==> src/include/wdtr_consts.vh <==
`ifndef WDTR_CONSTS_VH
`define WDTR_CONSTS_VH
// ----------------------------------------------------------------
// Counter geometry
// ----------------------------------------------------------------
`define WDTR_CNT_W        25
`define WDTR_CNT_RST      25'h0000000
// Timeout exponents per select code
`define WDTR_EXP_SEL0     15
`define WDTR_EXP_SEL1     18
`define WDTR_EXP_SEL2     21
`define WDTR_EXP_SEL3     24
// Reset window after interrupt timeout, system clocks
`define WDTR_RST_WIN      10'h200
`define WDTR_WIN_W        10
`define WDTR_WIN_RST      10'h000
`define WDTR_SEL_RST      2'h0
`endif

==> src/wdtr_watchdog.v <==
`timescale 1ns/1ns
`include "wdtr_consts.vh"
module wdtr_watchdog (
  input  wire       clock_i,
  input  wire       resetn_i,
  input  wire       enable_i,
  input  wire       restart_i,
  input  wire       int_enable_i,
  input  wire [1:0] timeout_select_i,
  output reg        timeout_irq_o,
  output reg        timeout_flag_o,
  output reg        window_active_o,
  output reg        sys_reset_o
);

  // ----------------------------------------------------------------
  // State codes
  // ----------------------------------------------------------------
  localparam [2:0] ST_OFF = 3'h1;
  localparam [2:0] ST_RUN = 3'h2;
  localparam [2:0] ST_WIN = 3'h4;

  // ----------------------------------------------------------------
  // Declarations
  // ----------------------------------------------------------------
  reg  [2:0]             state_ff;
  reg  [2:0]             nxt_state;
  reg  [`WDTR_CNT_W-1:0] count_ff;
  reg  [`WDTR_CNT_W-1:0] nxt_count;
  reg  [1:0]             sel_ff;
  reg  [1:0]             nxt_sel;
  reg                    nxt_irq;
  reg                    nxt_flag;
  reg                    nxt_win;
  reg                    nxt_rst;
  wire                   hit;
  wire                   clear;
  wire                   in_run;
  wire                   in_win;
  wire                   win_end;

  // ----------------------------------------------------------------
  // Decode helpers
  // ----------------------------------------------------------------
  // Every interval is a multiple of 1024 clocks, so the low bits of
  // the one shared counter run 0..511 across the reset window.
  function win_last;
    input [`WDTR_CNT_W-1:0] c;
    begin
      win_last = (c[`WDTR_WIN_W-1:0] == `WDTR_RST_WIN - 10'h001);
    end
  endfunction

  // ----------------------------------------------------------------
  // Timeout tap
  // ----------------------------------------------------------------
  // Select changes only take effect at restart, so a mid-interval
  // change cannot skip past the tap and hang the watchdog.
  wdtr_tap wdtr_tap_i (
    .count_i          (count_ff),
    .timeout_select_i (sel_ff),
    .hit_o            (hit)
  );

  // ----------------------------------------------------------------
  // Control decode
  // ----------------------------------------------------------------
  // Disable behaves as a held restart
  assign clear   = !enable_i || restart_i;
  assign in_run  = (state_ff == ST_RUN);
  assign in_win  = (state_ff == ST_WIN);
  assign win_end = in_win && win_last(count_ff);

  // ----------------------------------------------------------------
  // Next state
  // ----------------------------------------------------------------
  always @* begin
    nxt_state = state_ff;
    if (!enable_i) begin
      nxt_state = ST_OFF;
    end else if (restart_i) begin
      nxt_state = ST_RUN;
    end else begin
      case (state_ff)
        ST_OFF: begin
          nxt_state = ST_RUN;
        end
        ST_RUN: begin
          if (hit) begin
            nxt_state = ST_WIN;
          end
        end
        ST_WIN: begin
          if (win_last(count_ff)) begin
            nxt_state = ST_RUN;
          end
        end
        default: begin
          nxt_state = ST_OFF;
        end
      endcase
    end
  end

  // ----------------------------------------------------------------
  // Counter
  // ----------------------------------------------------------------
  always @* begin
    nxt_count = count_ff + 25'h0000001;
    if (clear || win_end) begin
      // Self-restart after a reset pulse; the chip reset is external
      nxt_count = `WDTR_CNT_RST;
    end
  end

  // ----------------------------------------------------------------
  // Select
  // ----------------------------------------------------------------
  always @* begin
    nxt_sel = sel_ff;
    if (clear) begin
      nxt_sel = timeout_select_i;
    end
  end

  // ----------------------------------------------------------------
  // Output next values
  // ----------------------------------------------------------------
  always @* begin
    nxt_irq = 1'b0;
    if (!clear && in_run && hit) begin
      nxt_irq = int_enable_i;
    end
  end

  always @* begin
    nxt_flag = timeout_flag_o;
    if (clear || win_end) begin
      nxt_flag = 1'b0;
    end else if (in_run && hit) begin
      nxt_flag = 1'b1;
    end
  end

  always @* begin
    nxt_rst = 1'b0;
    if (!clear && win_end) begin
      nxt_rst = 1'b1;
    end
  end

  always @* begin
    nxt_win = (nxt_state == ST_WIN);
  end

  // ----------------------------------------------------------------
  // Registers
  // ----------------------------------------------------------------
  always @(posedge clock_i or negedge resetn_i) begin
    if (!resetn_i) begin
      state_ff <= ST_OFF;
    end else begin
      state_ff <= nxt_state;
    end
  end

  always @(posedge clock_i or negedge resetn_i) begin
    if (!resetn_i) begin
      count_ff <= `WDTR_CNT_RST;
    end else begin
      count_ff <= nxt_count;
    end
  end

  always @(posedge clock_i or negedge resetn_i) begin
    if (!resetn_i) begin
      sel_ff <= `WDTR_SEL_RST;
    end else begin
      sel_ff <= nxt_sel;
    end
  end

  always @(posedge clock_i or negedge resetn_i) begin
    if (!resetn_i) begin
      timeout_irq_o <= 1'b0;
    end else begin
      timeout_irq_o <= nxt_irq;
    end
  end

  always @(posedge clock_i or negedge resetn_i) begin
    if (!resetn_i) begin
      timeout_flag_o <= 1'b0;
    end else begin
      timeout_flag_o <= nxt_flag;
    end
  end

  always @(posedge clock_i or negedge resetn_i) begin
    if (!resetn_i) begin
      window_active_o <= 1'b0;
    end else begin
      window_active_o <= nxt_win;
    end
  end

  always @(posedge clock_i or negedge resetn_i) begin
    if (!resetn_i) begin
      sys_reset_o <= 1'b0;
    end else begin
      sys_reset_o <= nxt_rst;
    end
  end

endmodule // wdtr_watchdog

==> src/wdtr_tap.v <==
`timescale 1ns/1ns
`include "wdtr_consts.vh"
// ----------------------------------------------------------------
// Timeout tap: one-cycle pulse when count equals 2^exp - 1
// ----------------------------------------------------------------
module wdtr_tap (
  input  wire [`WDTR_CNT_W-1:0] count_i,
  input  wire [1:0]             timeout_select_i,
  output wire                   hit_o
);

  function tap_match;
    input [`WDTR_CNT_W-1:0] c;
    input [1:0]             s;
    reg   [`WDTR_CNT_W-1:0] lim;
    begin
      case (s)
        2'h0:    lim = (25'h0000001 << `WDTR_EXP_SEL0) - 25'h0000001;
        2'h1:    lim = (25'h0000001 << `WDTR_EXP_SEL1) - 25'h0000001;
        2'h2:    lim = (25'h0000001 << `WDTR_EXP_SEL2) - 25'h0000001;
        default: lim = (25'h0000001 << `WDTR_EXP_SEL3) - 25'h0000001;
      endcase
      tap_match = (c == lim);
    end
  endfunction

  assign hit_o = tap_match(count_i, timeout_select_i);

endmodule // wdtr_tap

==> config.mk <==
export PLATFORM = sky130hd
export DESIGN_NAME = wdtr_watchdog
export DESIGN_NICKNAME = d
export VERILOG_FILES = /design/src/wdtr_watchdog.v /design/src/wdtr_tap.v
export VERILOG_INCLUDE_DIRS = /design/src /design/src/include
export SDC_FILE = /design/constraint.sdc
export NUM_CORES = 1
export LEC_CHECK = 0
export BUFFER_PORTS_ARGS = -buffer_cell sky130_fd_sc_hd__buf_4
export CORE_AREA = 2 2 72 74
export CTS_CLUSTER_SIZE = 30
export DETAILED_ROUTE_END_ITERATION = 8
export DIE_AREA = 0 0 74 76
export PLACE_DENSITY = 0.59
export SLEW_MARGIN = 20
export SYNTH_ARGS = -nofsm -noshare
export SYNTH_HDL_FRONTEND = slang
export SYNTH_SLANG_ARGS = --single-unit
==> constraint.sdc <==
create_clock -name clock_i -period 2.15 [get_ports clock_i]
set_input_delay 0.1075 -clock clock_i [delete_from_list [all_inputs] [get_ports clock_i]]
set_output_delay 0.1075 -clock clock_i [all_outputs]
set_load 0.05 [all_outputs]
# == Word-level counts from Yosys, hierarchy flattened ==
# Cells that the tools add are included.
# classes
n_reduce_logical,11
n_eq_ne,8
muxes,11
addsub,1
# op_table
operator,count
$pmux W24 S3,1
$add A25 B1 Y25 const B,1
$eq A25 B24 Y1,1
$mux W25,1
$mux W3,4
$eq A10 B9 Y1 const B,1
$pmux W3 S3,1
$eq A3 B3 Y1 const B,2
$logic_and A1 B1 Y1,5
$mux W1,4
$eq A3 B1 Y1 const B,1
$eq A3 B2 Y1 const B,1
$eq A2 B1 Y1 const B,1
$eq A2 B2 Y1 const B,1
$logic_not A1 Y1,2
$logic_not A2 Y1,1
$logic_or A1 B1 Y1,2
$reduce_bool A2 Y1,1
# word_totals
ff_bits,34
elab_cells,38
in_bits,7
out_inout_bits,4

# == Longest topological paths before layout ==
# Gate-level depths: netlist of the first run.
# depth
ltp_word,8
depth_mapped,7

# == By module ==
# From an unflattened synthesis of the first run, not the netlist that was laid out.
# hier_totals
cells_unflattened,185
hier_area_um2,1789.2
# modules_own_cells
mod,instances,area_each_um2,cells_per_inst,seq_area_each_um2
wdtr_watchdog,1,1677.9,167,852.1
wdtr_tap,1,111.4,18,0.0

# == Worst setup path before layout of the first run ==
# No wires, ideal clock.
# synth_path
kind,flip-flop to flip-flop
from,reg count_ff[0]
to,reg timeout_irq_o
setup_time_ns,0.068
path_buffers,0
synth_period_minus_slack_ns,1.612
stages_incl_launch_ff,7
required_time_ns,2.082
arrival_ns,1.544
path_slack_ns,0.538
cell_sequence,dfrtp_1 > ha_1 > nand3_1 > nor3_4 > nand3_2 > nor3_4 > and4_1
# synth_via
elab_chain_len,3
# synth_rtl
element,line,rtl
start: declaration,wdtr_watchdog.v:28,reg [`WDTR_CNT_W-1:0] count_ff;
start signal: assignment,wdtr_watchdog.v:169,count_ff <= `WDTR_CNT_RST;
start signal: assignment,wdtr_watchdog.v:171,count_ff <= nxt_count;
$eq A25 B24 Y1,wdtr_tap.v:23,tap_match = (c == lim);
$logic_and A1 B1 Y1,wdtr_watchdog.v:131,if (!clear && in_run && hit) begin
$mux W1,wdtr_watchdog.v:131,
net nxt_irq,wdtr_watchdog.v:32,reg nxt_irq;
end signal: assignment,wdtr_watchdog.v:187,timeout_irq_o <= nxt_irq;
end: declaration,wdtr_watchdog.v:10,"output reg timeout_irq_o,"
# The timed path passes the listed nets, and every way through them passes these cells.
# A chain may end at the register's enable or synchronous reset.

# == Worst setup path in the final report of the first run ==
# layout_path
from,reg count_ff[1]
to,reg count_ff[6]
# layout_via
elab_chain_len,4
# layout_rtl
element,line,rtl
branches (longest 3 deep; another with $add A25 B1 Y25),-,
$mux W25 (*),wdtr_watchdog.v:110,if (clear || win_end) begin
net nxt_count[6],wdtr_watchdog.v:29,reg [`WDTR_CNT_W-1:0] nxt_count;
# Mark *: on every way through the listed nets, which the timed path passes.

==> results_dict.tcl, run 1 <==
set metrics [dict create \
    status "completed" \
    finalSetupViolCount 0 \
    worstHoldStart "timeout_select_i[1]" \
    utilization_pct 40.14 \
    r2r_start "count_ff[1]" \
    htree_levels 2 \
    grt_overflow 0 \
    cts-root-buf "clkbuf_8" \
    rrSetupSlack_ps 430 \
    viasPerCell 4.661 \
    period_share_pct 80.09 \
    power_mw 1.430 \
    start_kind "flip-flop" \
    tightest_slew_ps 445.1 \
    synthMuxAreaShare_pct 0 \
    cts_sinks 34 \
    synth_nets 172 \
    synth-warning-count 0 \
    drv_slew 0 \
    wl_per_cell_um 12.22 \
    crit_type "flip-flop to flip-flop" \
    cts.clk_slew.worst_paths_ps 80 \
    worstSkewPairLatency_ps 290 \
    portBuffers 10 \
    critPathMaxFanout 23 \
    max_freq_ghz 0.5807 \
    route.detailed.drc 0 \
    ys_ff_latch 34 \
    syn_area_per_cell_um2 10.02 \
    power.density_nw_per_um2 725.0 \
    synth_cell_type_count 31 \
    clockBufferDepth 2 \
    grt_first_pass_wirelength_um 5526 \
    worstPathRequired_ps 2320 \
    io-pin-count 11 \
    antenna_found_initial 0 \
    crit_path_end_kind "flip-flop" \
    rsz0062_at_grt "false" \
    ant_nets 0 \
    period_needed_ps 1722 \
    synth_compound_area_share_pct 4.494 \
    min-delay-path-class "input pin to flip-flop" \
    cap_violations 0 \
    route.met3.wl_um 100 \
    core_area_um2 4912 \
    peakVddDrop_v 0.0003348 \
    fin_nets 191 \
    cts_tree "yes" \
    met1_length_um 1578 \
    synth_fa_ha_area_share_pct 0.7616 \
    post_cts_buffers 0 \
    drive_above_1_share_pct 15.22 \
    setup_tns_ps 0 \
    synth-xor-area-share_pct 12.26 \
    area_growth_pct 20.03 \
    top_layer_used "met4" \
    gp_congestion 0.7666 \
    vias 1184 \
    hold_depth 3 \
    grt_pass1_vias 1188 \
    hold-path-endpoint "sel_ff[1]" \
    n_antenna_cell 0 \
    postSynthCellCount 164 \
    netlist_area_um2 1643 \
    start_util_pct 33.44 \
    dr.pass1.iters 4 \
    r2r_cells 6 \
    track_usage_pct 12.60 \
    finalHoldViolations 0 \
    synthSimpleGateAreaFrac_pct 29.09 \
    grt_max_degree 35 \
    drtIter0Drc 34 \
    dieWidth_um 74 \
    p_leak_nw 0.8820 \
    synth_top_family_by_area "simple AND/OR/NAND/NOR gates" \
    regToRegEndpoint "count_ff[6]" \
    dieHeight_um 76 \
    cts-buffers-inserted 5 \
    die_area_um2 5624 \
    rows 26 \
    met2_length_um 1351 \
    crit_arrival_ps 1890 \
    ys_seq_area_share_pct 51.87 \
    dp_hpwl_um 2057 \
    routed_wl_um 3104 \
    relSlewSlack_pct 70.13 \
    final.setup_skew_ps 11.87 \
]
==> Yosys cell counts, drive strengths merged <==
master,instances,area (um2)
inv,3,11.26
nand2b,1,6.260
and4,2,17.52
o22ai,2,12.51
and3,6,37.54
nor2b,3,18.77
clkbuf,1,3.750
buf,2,10.01
or4,1,7.510
dfrtp,33,825.8
a22o,1,8.760
xor2,18,157.7
nand4b,1,8.760
ha,1,12.51
nor4,1,6.260
nor3,4,52.55
a21o,3,22.52
dfstp,1,26.28
nor2,31,116.4
xnor2,5,43.79
o21ai,1,5.000
nor3b,2,15.01
a2111oi,1,8.760
nand2,15,56.30
nand4,7,43.79
and2,1,6.260
nand3,15,85.08
o31ai,1,7.510
a311oi,1,8.760
==> worst max-delay path, cell delays in order (launching register included) <==
cell	delay, ps
dfrtp_1	400
ha_1	220
and3_1	270
nand4_1	180
nand2_1	160
buf_4	270
nor2_1	90
==> where the power goes <==
part | internal [mW] | leakage, nW | switching (mW) | total [mW]
Combinational | 0.0234 | 0.348 | 0.0375 | 0.0609
Sequential | 0.650 | 0.465 | 0.00922 | 0.659
Clock | 0.465 | 0.0683 | 0.245 | 0.710
Total | 1.14 | 0.882 | 0.292 | 1.43
==> cells in the final DEF (no fill, tap or decap), drive strengths merged, types with 4 or more instances in the layout <==
master / n
buf: 13
xor2: 18
and3: 6
clkbuf: 5
nand2: 15
dfrtp: 33
nand4: 7
nand3: 15
nor2: 31
xnor2: 5
nor3: 4
==> through the flow <==
step / cells / area (um2) / setup slack, ps / hold slack, ps
2_1_floorplan: 164 / 1643 / 537.8 / -188.1
3_3_place_gp: 244 / 1814 / 458.1 / 80.19
3_5_place_dp: 244 / 1814 / 453.6 / 85.07
4_1_cts: 254 / 1972 / 419.0 / 13.35
5_1_grt: 254 / 1972 / 218.8 / 12.46
6_report: 254 / 1972 / 428.0 / 20.70
==> worst max-delay path by stage <==
| stage | startpoint | end | slack, ps | cells past startpoint |
|---|---|---|---|---|
| final | count_ff[1] | count_ff[6] | 430 | 6 |
| after global routing | count_ff[0] | count_ff[2] | 220 | 6 |
| after CTS | count_ff[0] | count_ff[10] | 420 | 6 |
| after detailed placement | count_ff[0] | count_ff[17] | 450 | 6 |
| after global placement | count_ff[15] | timeout_irq_o | 460 | 5 |
| after floorplan | count_ff[0] | timeout_irq_o | 540 | 6 |
==> logic make-up after synthesis <==
group,after synthesis
simple gates,90
flops,34
xor+xnor,23
compound gates,10
buf+inv,6
fa+ha+maj,1
==> flip-flops by register name, indices dropped and copies added, names as in the netlist <==
register         flops
count_ff            25
sel_ff               2
state_ff             3
sys_reset_o          1
timeout_flag_o       1
timeout_irq_o        1
window_active_o      1
==> repair_timing <==
action                    CTS  global route
hold buffers                2             0
hold endpoints to repair   34             0
resized for setup           0             0
==> routing by layer <==
| metal | track usage [%] | vias up |
|---|---|---|
| met5 | 0 | - |
| met2 | 17.86 | 14 |
| met3 | 3.439 | 9 |
| met4 | 5.818 | 0 |
| li1 | - | 598 |
| met1 | 17.68 | 563 |
==> final cells by class <==
| cell class | instances | area (um2) |
|---|---|---|
| Sequential cell | 34 | 852.1 |
| Multi-Input combinational cell | 124 | 765.7 |
| Timing Repair Buffer | 15 | 117.6 |
| Clock buffer | 5 | 68.82 |
| Inverter | 3 | 11.26 |
| Tap cell | 70 | 87.58 |
| Fill cell | 490 | 2940 |
| Clock inverter | 3 | 68.82 |
Note: power is estimated with default switching activity, not from simulation.
==> inputs of run 2 (changes only) <==
==> constraint.sdc (replaced) <==
create_clock -name clock_i -period 1.7 [get_ports clock_i]
set_input_delay 0.085 -clock clock_i [delete_from_list [all_inputs] [get_ports clock_i]]
set_output_delay 0.085 -clock clock_i [all_outputs]
set_load 0.05 [all_outputs]
==> results_dict.tcl, run 2 (synthesized netlist as in run 1, its figures left out) <==
set metrics [dict create \
    status "completed" \
    timing.hold.ws_ps 10.28 \
    htree_levels 2 \
    rows 26 \
    p_leak_nw 0.8979 \
    area_growth_pct 21.40 \
    layout_common_cells "dfrtp_1 (33), nor2_1 (31), buf_4 (19), xor2_1 (18), nand2_1 (15)" \
    grt_pass1_vias 1289 \
    critPathTopFamily "simple AND/OR/NAND/NOR gates" \
    setup_tns_ps 0 \
    dieWidth_um 74 \
    core_area_um2 4912 \
    path_buf_inv 0 \
    period_needed_ps 1678 \
    place_ws_ps 45.13 \
    track_usage_pct 13.49 \
    dp_hpwl_um 2280 \
    multiInputGateArea_um2 768.2 \
    tightest_slew_ps 452.2 \
    n_antenna_cell 0 \
    largest_reg_flops 25 \
    viasPerCell 4.580 \
    peakVddDrop_v 0.0004245 \
    regMostFlops "count_ff" \
    cap_violations 0 \
    clockBufferDepth 2 \
    seqCellArea_um2 852.1 \
    io-pin-count 11 \
    top_regs "count_ff: 25 flops, state_ff: 3 flops, sel_ff: 2 flops" \
    dieHeight_um 76 \
    relSlewSlack_pct 69.69 \
    finalHoldViolations 0 \
    slowest_stage "or4_1" \
    critPathMaxFanout 5 \
    routed_wl_um 3276 \
    power.density_nw_per_um2 766.8 \
    worstSkewPairLatency_ps 290 \
    cts_sinks 34 \
    grt_first_pass_wirelength_um 5906 \
    grt_max_degree 35 \
    crit_start "count_ff[17]" \
    cpPeakStageDelay_ps 530 \
    worstPathRequired_ps 1920 \
    route.detailed.drc 0 \
    finalSetupViolCount 0 \
    path_cells "or4_1 -> o21ai_1 -> nand4b_1 -> nor3_4 -> and4_1" \
    antenna_found_initial 0 \
    vias 1200 \
    crit_type "flip-flop to flip-flop" \
    min-delay-path-class "input pin to flip-flop" \
    worst_slack_ps 22.30 \
    final_cells 262 \
    start_util_pct 33.44 \
    dr.pass1.iters 6 \
    grt_overflow 0 \
    dp.cells 250 \
    ant_nets 0 \
    gp_congestion 0.8012 \
    drive_above_1_share_pct 18.23 \
    start_kind "flip-flop" \
    drv_slew 0 \
    max_freq_ghz 0.5961 \
    drtIter0Drc 86 \
    rsz0062_at_grt "true" \
    die_area_um2 5624 \
    crit_arrival_ps 1900 \
    crit_path_end_kind "flip-flop" \
    power_mw 1.529 \
    r2r_start "count_ff[17]" \
    final_common_cell "dfrtp_1" \
    wl_per_cell_um 12.50 \
    fin_nets 199 \
    fill_cells 488 \
    worstHoldStart "timeout_select_i[1]" \
    portBuffers 10 \
    period_share_pct 98.69 \
    cts_tree "yes" \
    cts-root-buf "clkbuf_8" \
    cts-buffers-inserted 5 \
    final.setup_skew_ps 6.966 \
    rrSetupSlack_ps 20 \
    cts.clk_slew.worst_paths_ps 60 \
]
==> run 2: area by class of cell <==
cell class | count | share of cell area, %
clock buffer | 7 | 4.329
sequential | 34 | 42.72
timing repair buffer | 23 | 9.222
clock inverter | 1 | 0.2509
tap | 70 | 4.391
inverter | 3 | 0.5646
multi-input combinational | 124 | 38.52
==> run 2: metrics by stage <==
stage	utilization, %	cell area [um2]
after floorplan	-	1643
after global placement	37.85	1859
after detailed placement	37.85	1859
after CTS	40.32	1981
after global routing	40.60	1994
final	40.60	1994
==> run 2: final timing paths <==
| kind | endpoint | depth (start not counted) |
|---|---|---|
| min in group asynchronous | timeout_irq_o | 2 |
| max | timeout_irq_o | 5 |
| max reg2reg | timeout_irq_o | 5 |
| min | sel_ff[1] | 3 |
| min reg2reg | count_ff[0] | 1 |
| max in group asynchronous | state_ff[0] | 2 |
==> run 2: where the power goes <==
group	switching, mW	internal (mW)
combinational	0.0521	0.0354
sequential	0.00994	0.822
clock	0.283	0.326
total	0.345	1.18
==> run 2: worst register-to-register path, stage by stage (launching register included) <==
cell	delay, ps
dfrtp_1	400
or4_1	530
o21ai_1	100
nand4b_1	150
nor3_4	210
and4_1	220
==> run 2: layer usage <==
metal / routed length, um / track usage, % / vias to the layer above / share of wire, %
met5: 0 / 0 / - / 0
met4: 57 / 4.727 / 0 / 1.7
met2: 1503 / 19.82 / 10 / 46
met3: 100 / 4.762 / 6 / 3.1
li1: - / - / 612 / -
met1: 1615 / 18.27 / 572 / 49
==> run 2: timing repair <==
action / CTS / global route
setup endpoints to repair: 0 / 8
hold buffers: 3 / 0
buffers inserted: 0 / 1
endpoints found under the hold margin: 35 / 0
gates resized for setup: 0 / 3
==> inputs of run 3 (changes only) <==
==> constraint.sdc (replaced) <==
create_clock -name clock_i -period 1.73 [get_ports clock_i]
set_input_delay 0.0865 -clock clock_i [delete_from_list [all_inputs] [get_ports clock_i]]
set_output_delay 0.0865 -clock clock_i [all_outputs]
set_load 0.05 [all_outputs]
==> results_dict.tcl, run 3 (synthesized netlist as in run 1, its figures left out) <==
set metrics [dict create \
    status "finished with violations" \
    failed_checks "negative setup slack" \
    final_cells 260 \
    drtIter0Drc 64 \
    worstPathRequired_ps 1960 \
    rsz0062_at_grt "true" \
    core_area_um2 4912 \
    cts.clk_slew.worst_paths_ps 80 \
    regToRegEndpoint "timeout_irq_o" \
    start_kind "flip-flop" \
    peakVddDrop_v 0.0003887 \
    drv_slew 0 \
    max_freq_ghz 0.5726 \
    layout_common_cells "dfrtp_1 (33), nor2_1 (31), xor2_1 (18), buf_4 (16), nand2_1 (15)" \
    r2r_cells 5 \
    htree_levels 2 \
    crit_arrival_ps 1970 \
    grt_pass1_vias 1235 \
    dp_hpwl_um 2217 \
    dp.cells 248 \
    relSlewSlack_pct 68.23 \
    timing.hold.ws_ps 84.64 \
    ant_nets 0 \
    path_cells "or4_4 -> o21ai_2 -> nand4b_1 -> nor3_4 -> and4_1" \
    min-delay-path-class "input pin to flip-flop" \
    slowest_stage "or4_4" \
    rows 26 \
    grt_first_pass_wirelength_um 5809 \
    area_growth_pct 22.39 \
    power_mw 1.634 \
    io-pin-count 11 \
    worstHoldStart "restart_i" \
    cts_sinks 34 \
    worstSkewPairLatency_ps 290 \
    grt_overflow 0 \
    clockBufferDepth 2 \
    tightest_slew_ps 474.0 \
    final.setup_skew_ps 9.907 \
    dieHeight_um 76 \
    period_share_pct 100.9 \
    route.detailed.drc 0 \
    cpPeakStageDelay_ps 530 \
    r2r_start "count_ff[17]" \
    critPathMaxFanout 5 \
    portBuffers 10 \
    gp_congestion 0.8025 \
    die_area_um2 5624 \
    regMostFlops "count_ff" \
    finalSetupViolCount 1 \
    dr.pass1.iters 4 \
    fin_nets 197 \
    finalHoldViolations 0 \
    largest_reg_flops 25 \
    track_usage_pct 13.45 \
    top_regs "count_ff: 25 flops, state_ff: 3 flops, sel_ff: 2 flops" \
    period_needed_ps 1746 \
    place_ws_ps 68.60 \
    crit_path_end_kind "flip-flop" \
    n_antenna_cell 0 \
    start_util_pct 33.44 \
    antenna_found_initial 0 \
    fill_cells 475 \
    cap_violations 0 \
    drive_above_1_share_pct 18.42 \
    rrSetupSlack_ps -20 \
    hold-path-endpoint "state_ff[0]" \
    hold_depth 3 \
    cts-buffers-inserted 5 \
    worst_slack_ps -16.40 \
    p_leak_nw 0.8943 \
    wl_per_cell_um 12.39 \
    power.density_nw_per_um2 812.9 \
    final_common_cell "dfrtp_1" \
    utilization_pct 40.93 \
    cts_tree "yes" \
    viasPerCell 4.642 \
    vias 1207 \
    dieWidth_um 74 \
    crit_type "flip-flop to flip-flop" \
    grt_max_degree 35 \
    post_cts_buffers 0 \
    cts-root-buf "clkbuf_8" \
    routed_wl_um 3221 \
]
run 3: cell types whose count changed in the layout (fill, tap and decap cells not counted), sizes merged:
cell,before,now
buf,20,17
bufinv,0,1
clkbuf,7,5
clkinv,1,0
clkinvlp,0,2
dlygate4sd3,3,4
run 3: power by group:
| part | internal, mW | switching (mW) |
|---|---|---|
| Combinational | 0.0388 | 0.0522 |
| Clock | 0.428 | 0.297 |
| Sequential | 0.807 | 0.0111 |
| Total | 1.27 | 0.360 |
run 3: per-stage QoR:
stage,area (um2),TNS [ps]
final,2011,-16.40
after global routing,2011,-351.8
after CTS,1998,0
after detailed placement,1844,0
after global placement,1844,0
after floorplan,1643,0
run 3: per-layer routing:
layer / wire [um] / global-route usage [%] / vias up
li1: - / - / 613
met1: 1605 / 18.83 / 577
met2: 1471 / 19.29 / 13
met3: 83 / 3.571 / 4
met4: 61 / 6.000 / 0
met5: 0 / 0 / -
run 3: layout make-up:
cell class	instances	area [um2]	area share, %
tap	70	87.58	4.356
multi-input combinational	124	774.5	38.52
clock inverter	3	45.04	2.240
inverter	3	11.26	0.5600
sequential	34	852.1	42.38
clock buffer	5	68.82	3.423
timing repair buffer	21	171.4	8.525
run 3: how the worst max path moves through the flow:
stage / slack [ps] / depth (start not counted) / to / start
after floorplan: 120 / 6 / timeout_irq_o / count_ff[0]
after global placement: 120 / 5 / timeout_irq_o / count_ff[17]
after detailed placement: 70 / 5 / timeout_irq_o / count_ff[17]
after CTS: 7 / 5 / timeout_irq_o / count_ff[17]
after global routing: -120 / 5 / timeout_irq_o / count_ff[17]
final: -20 / 5 / timeout_irq_o / count_ff[17]
run 3: critical path, delay by kind of cell (launching register included):
kind,cells,cell delay (ps)
AND/OR/NAND/NOR,4,1200
flip-flops,1,410
AO/OA/AOI/OAI,1,70
run 3: repair_timing:
item | CTS | global route
resized for setup | 0 | 5
endpoints found under the setup margin | 0 | 27
endpoints found under the hold margin | 36 | 0
hold buffers | 4 | 0
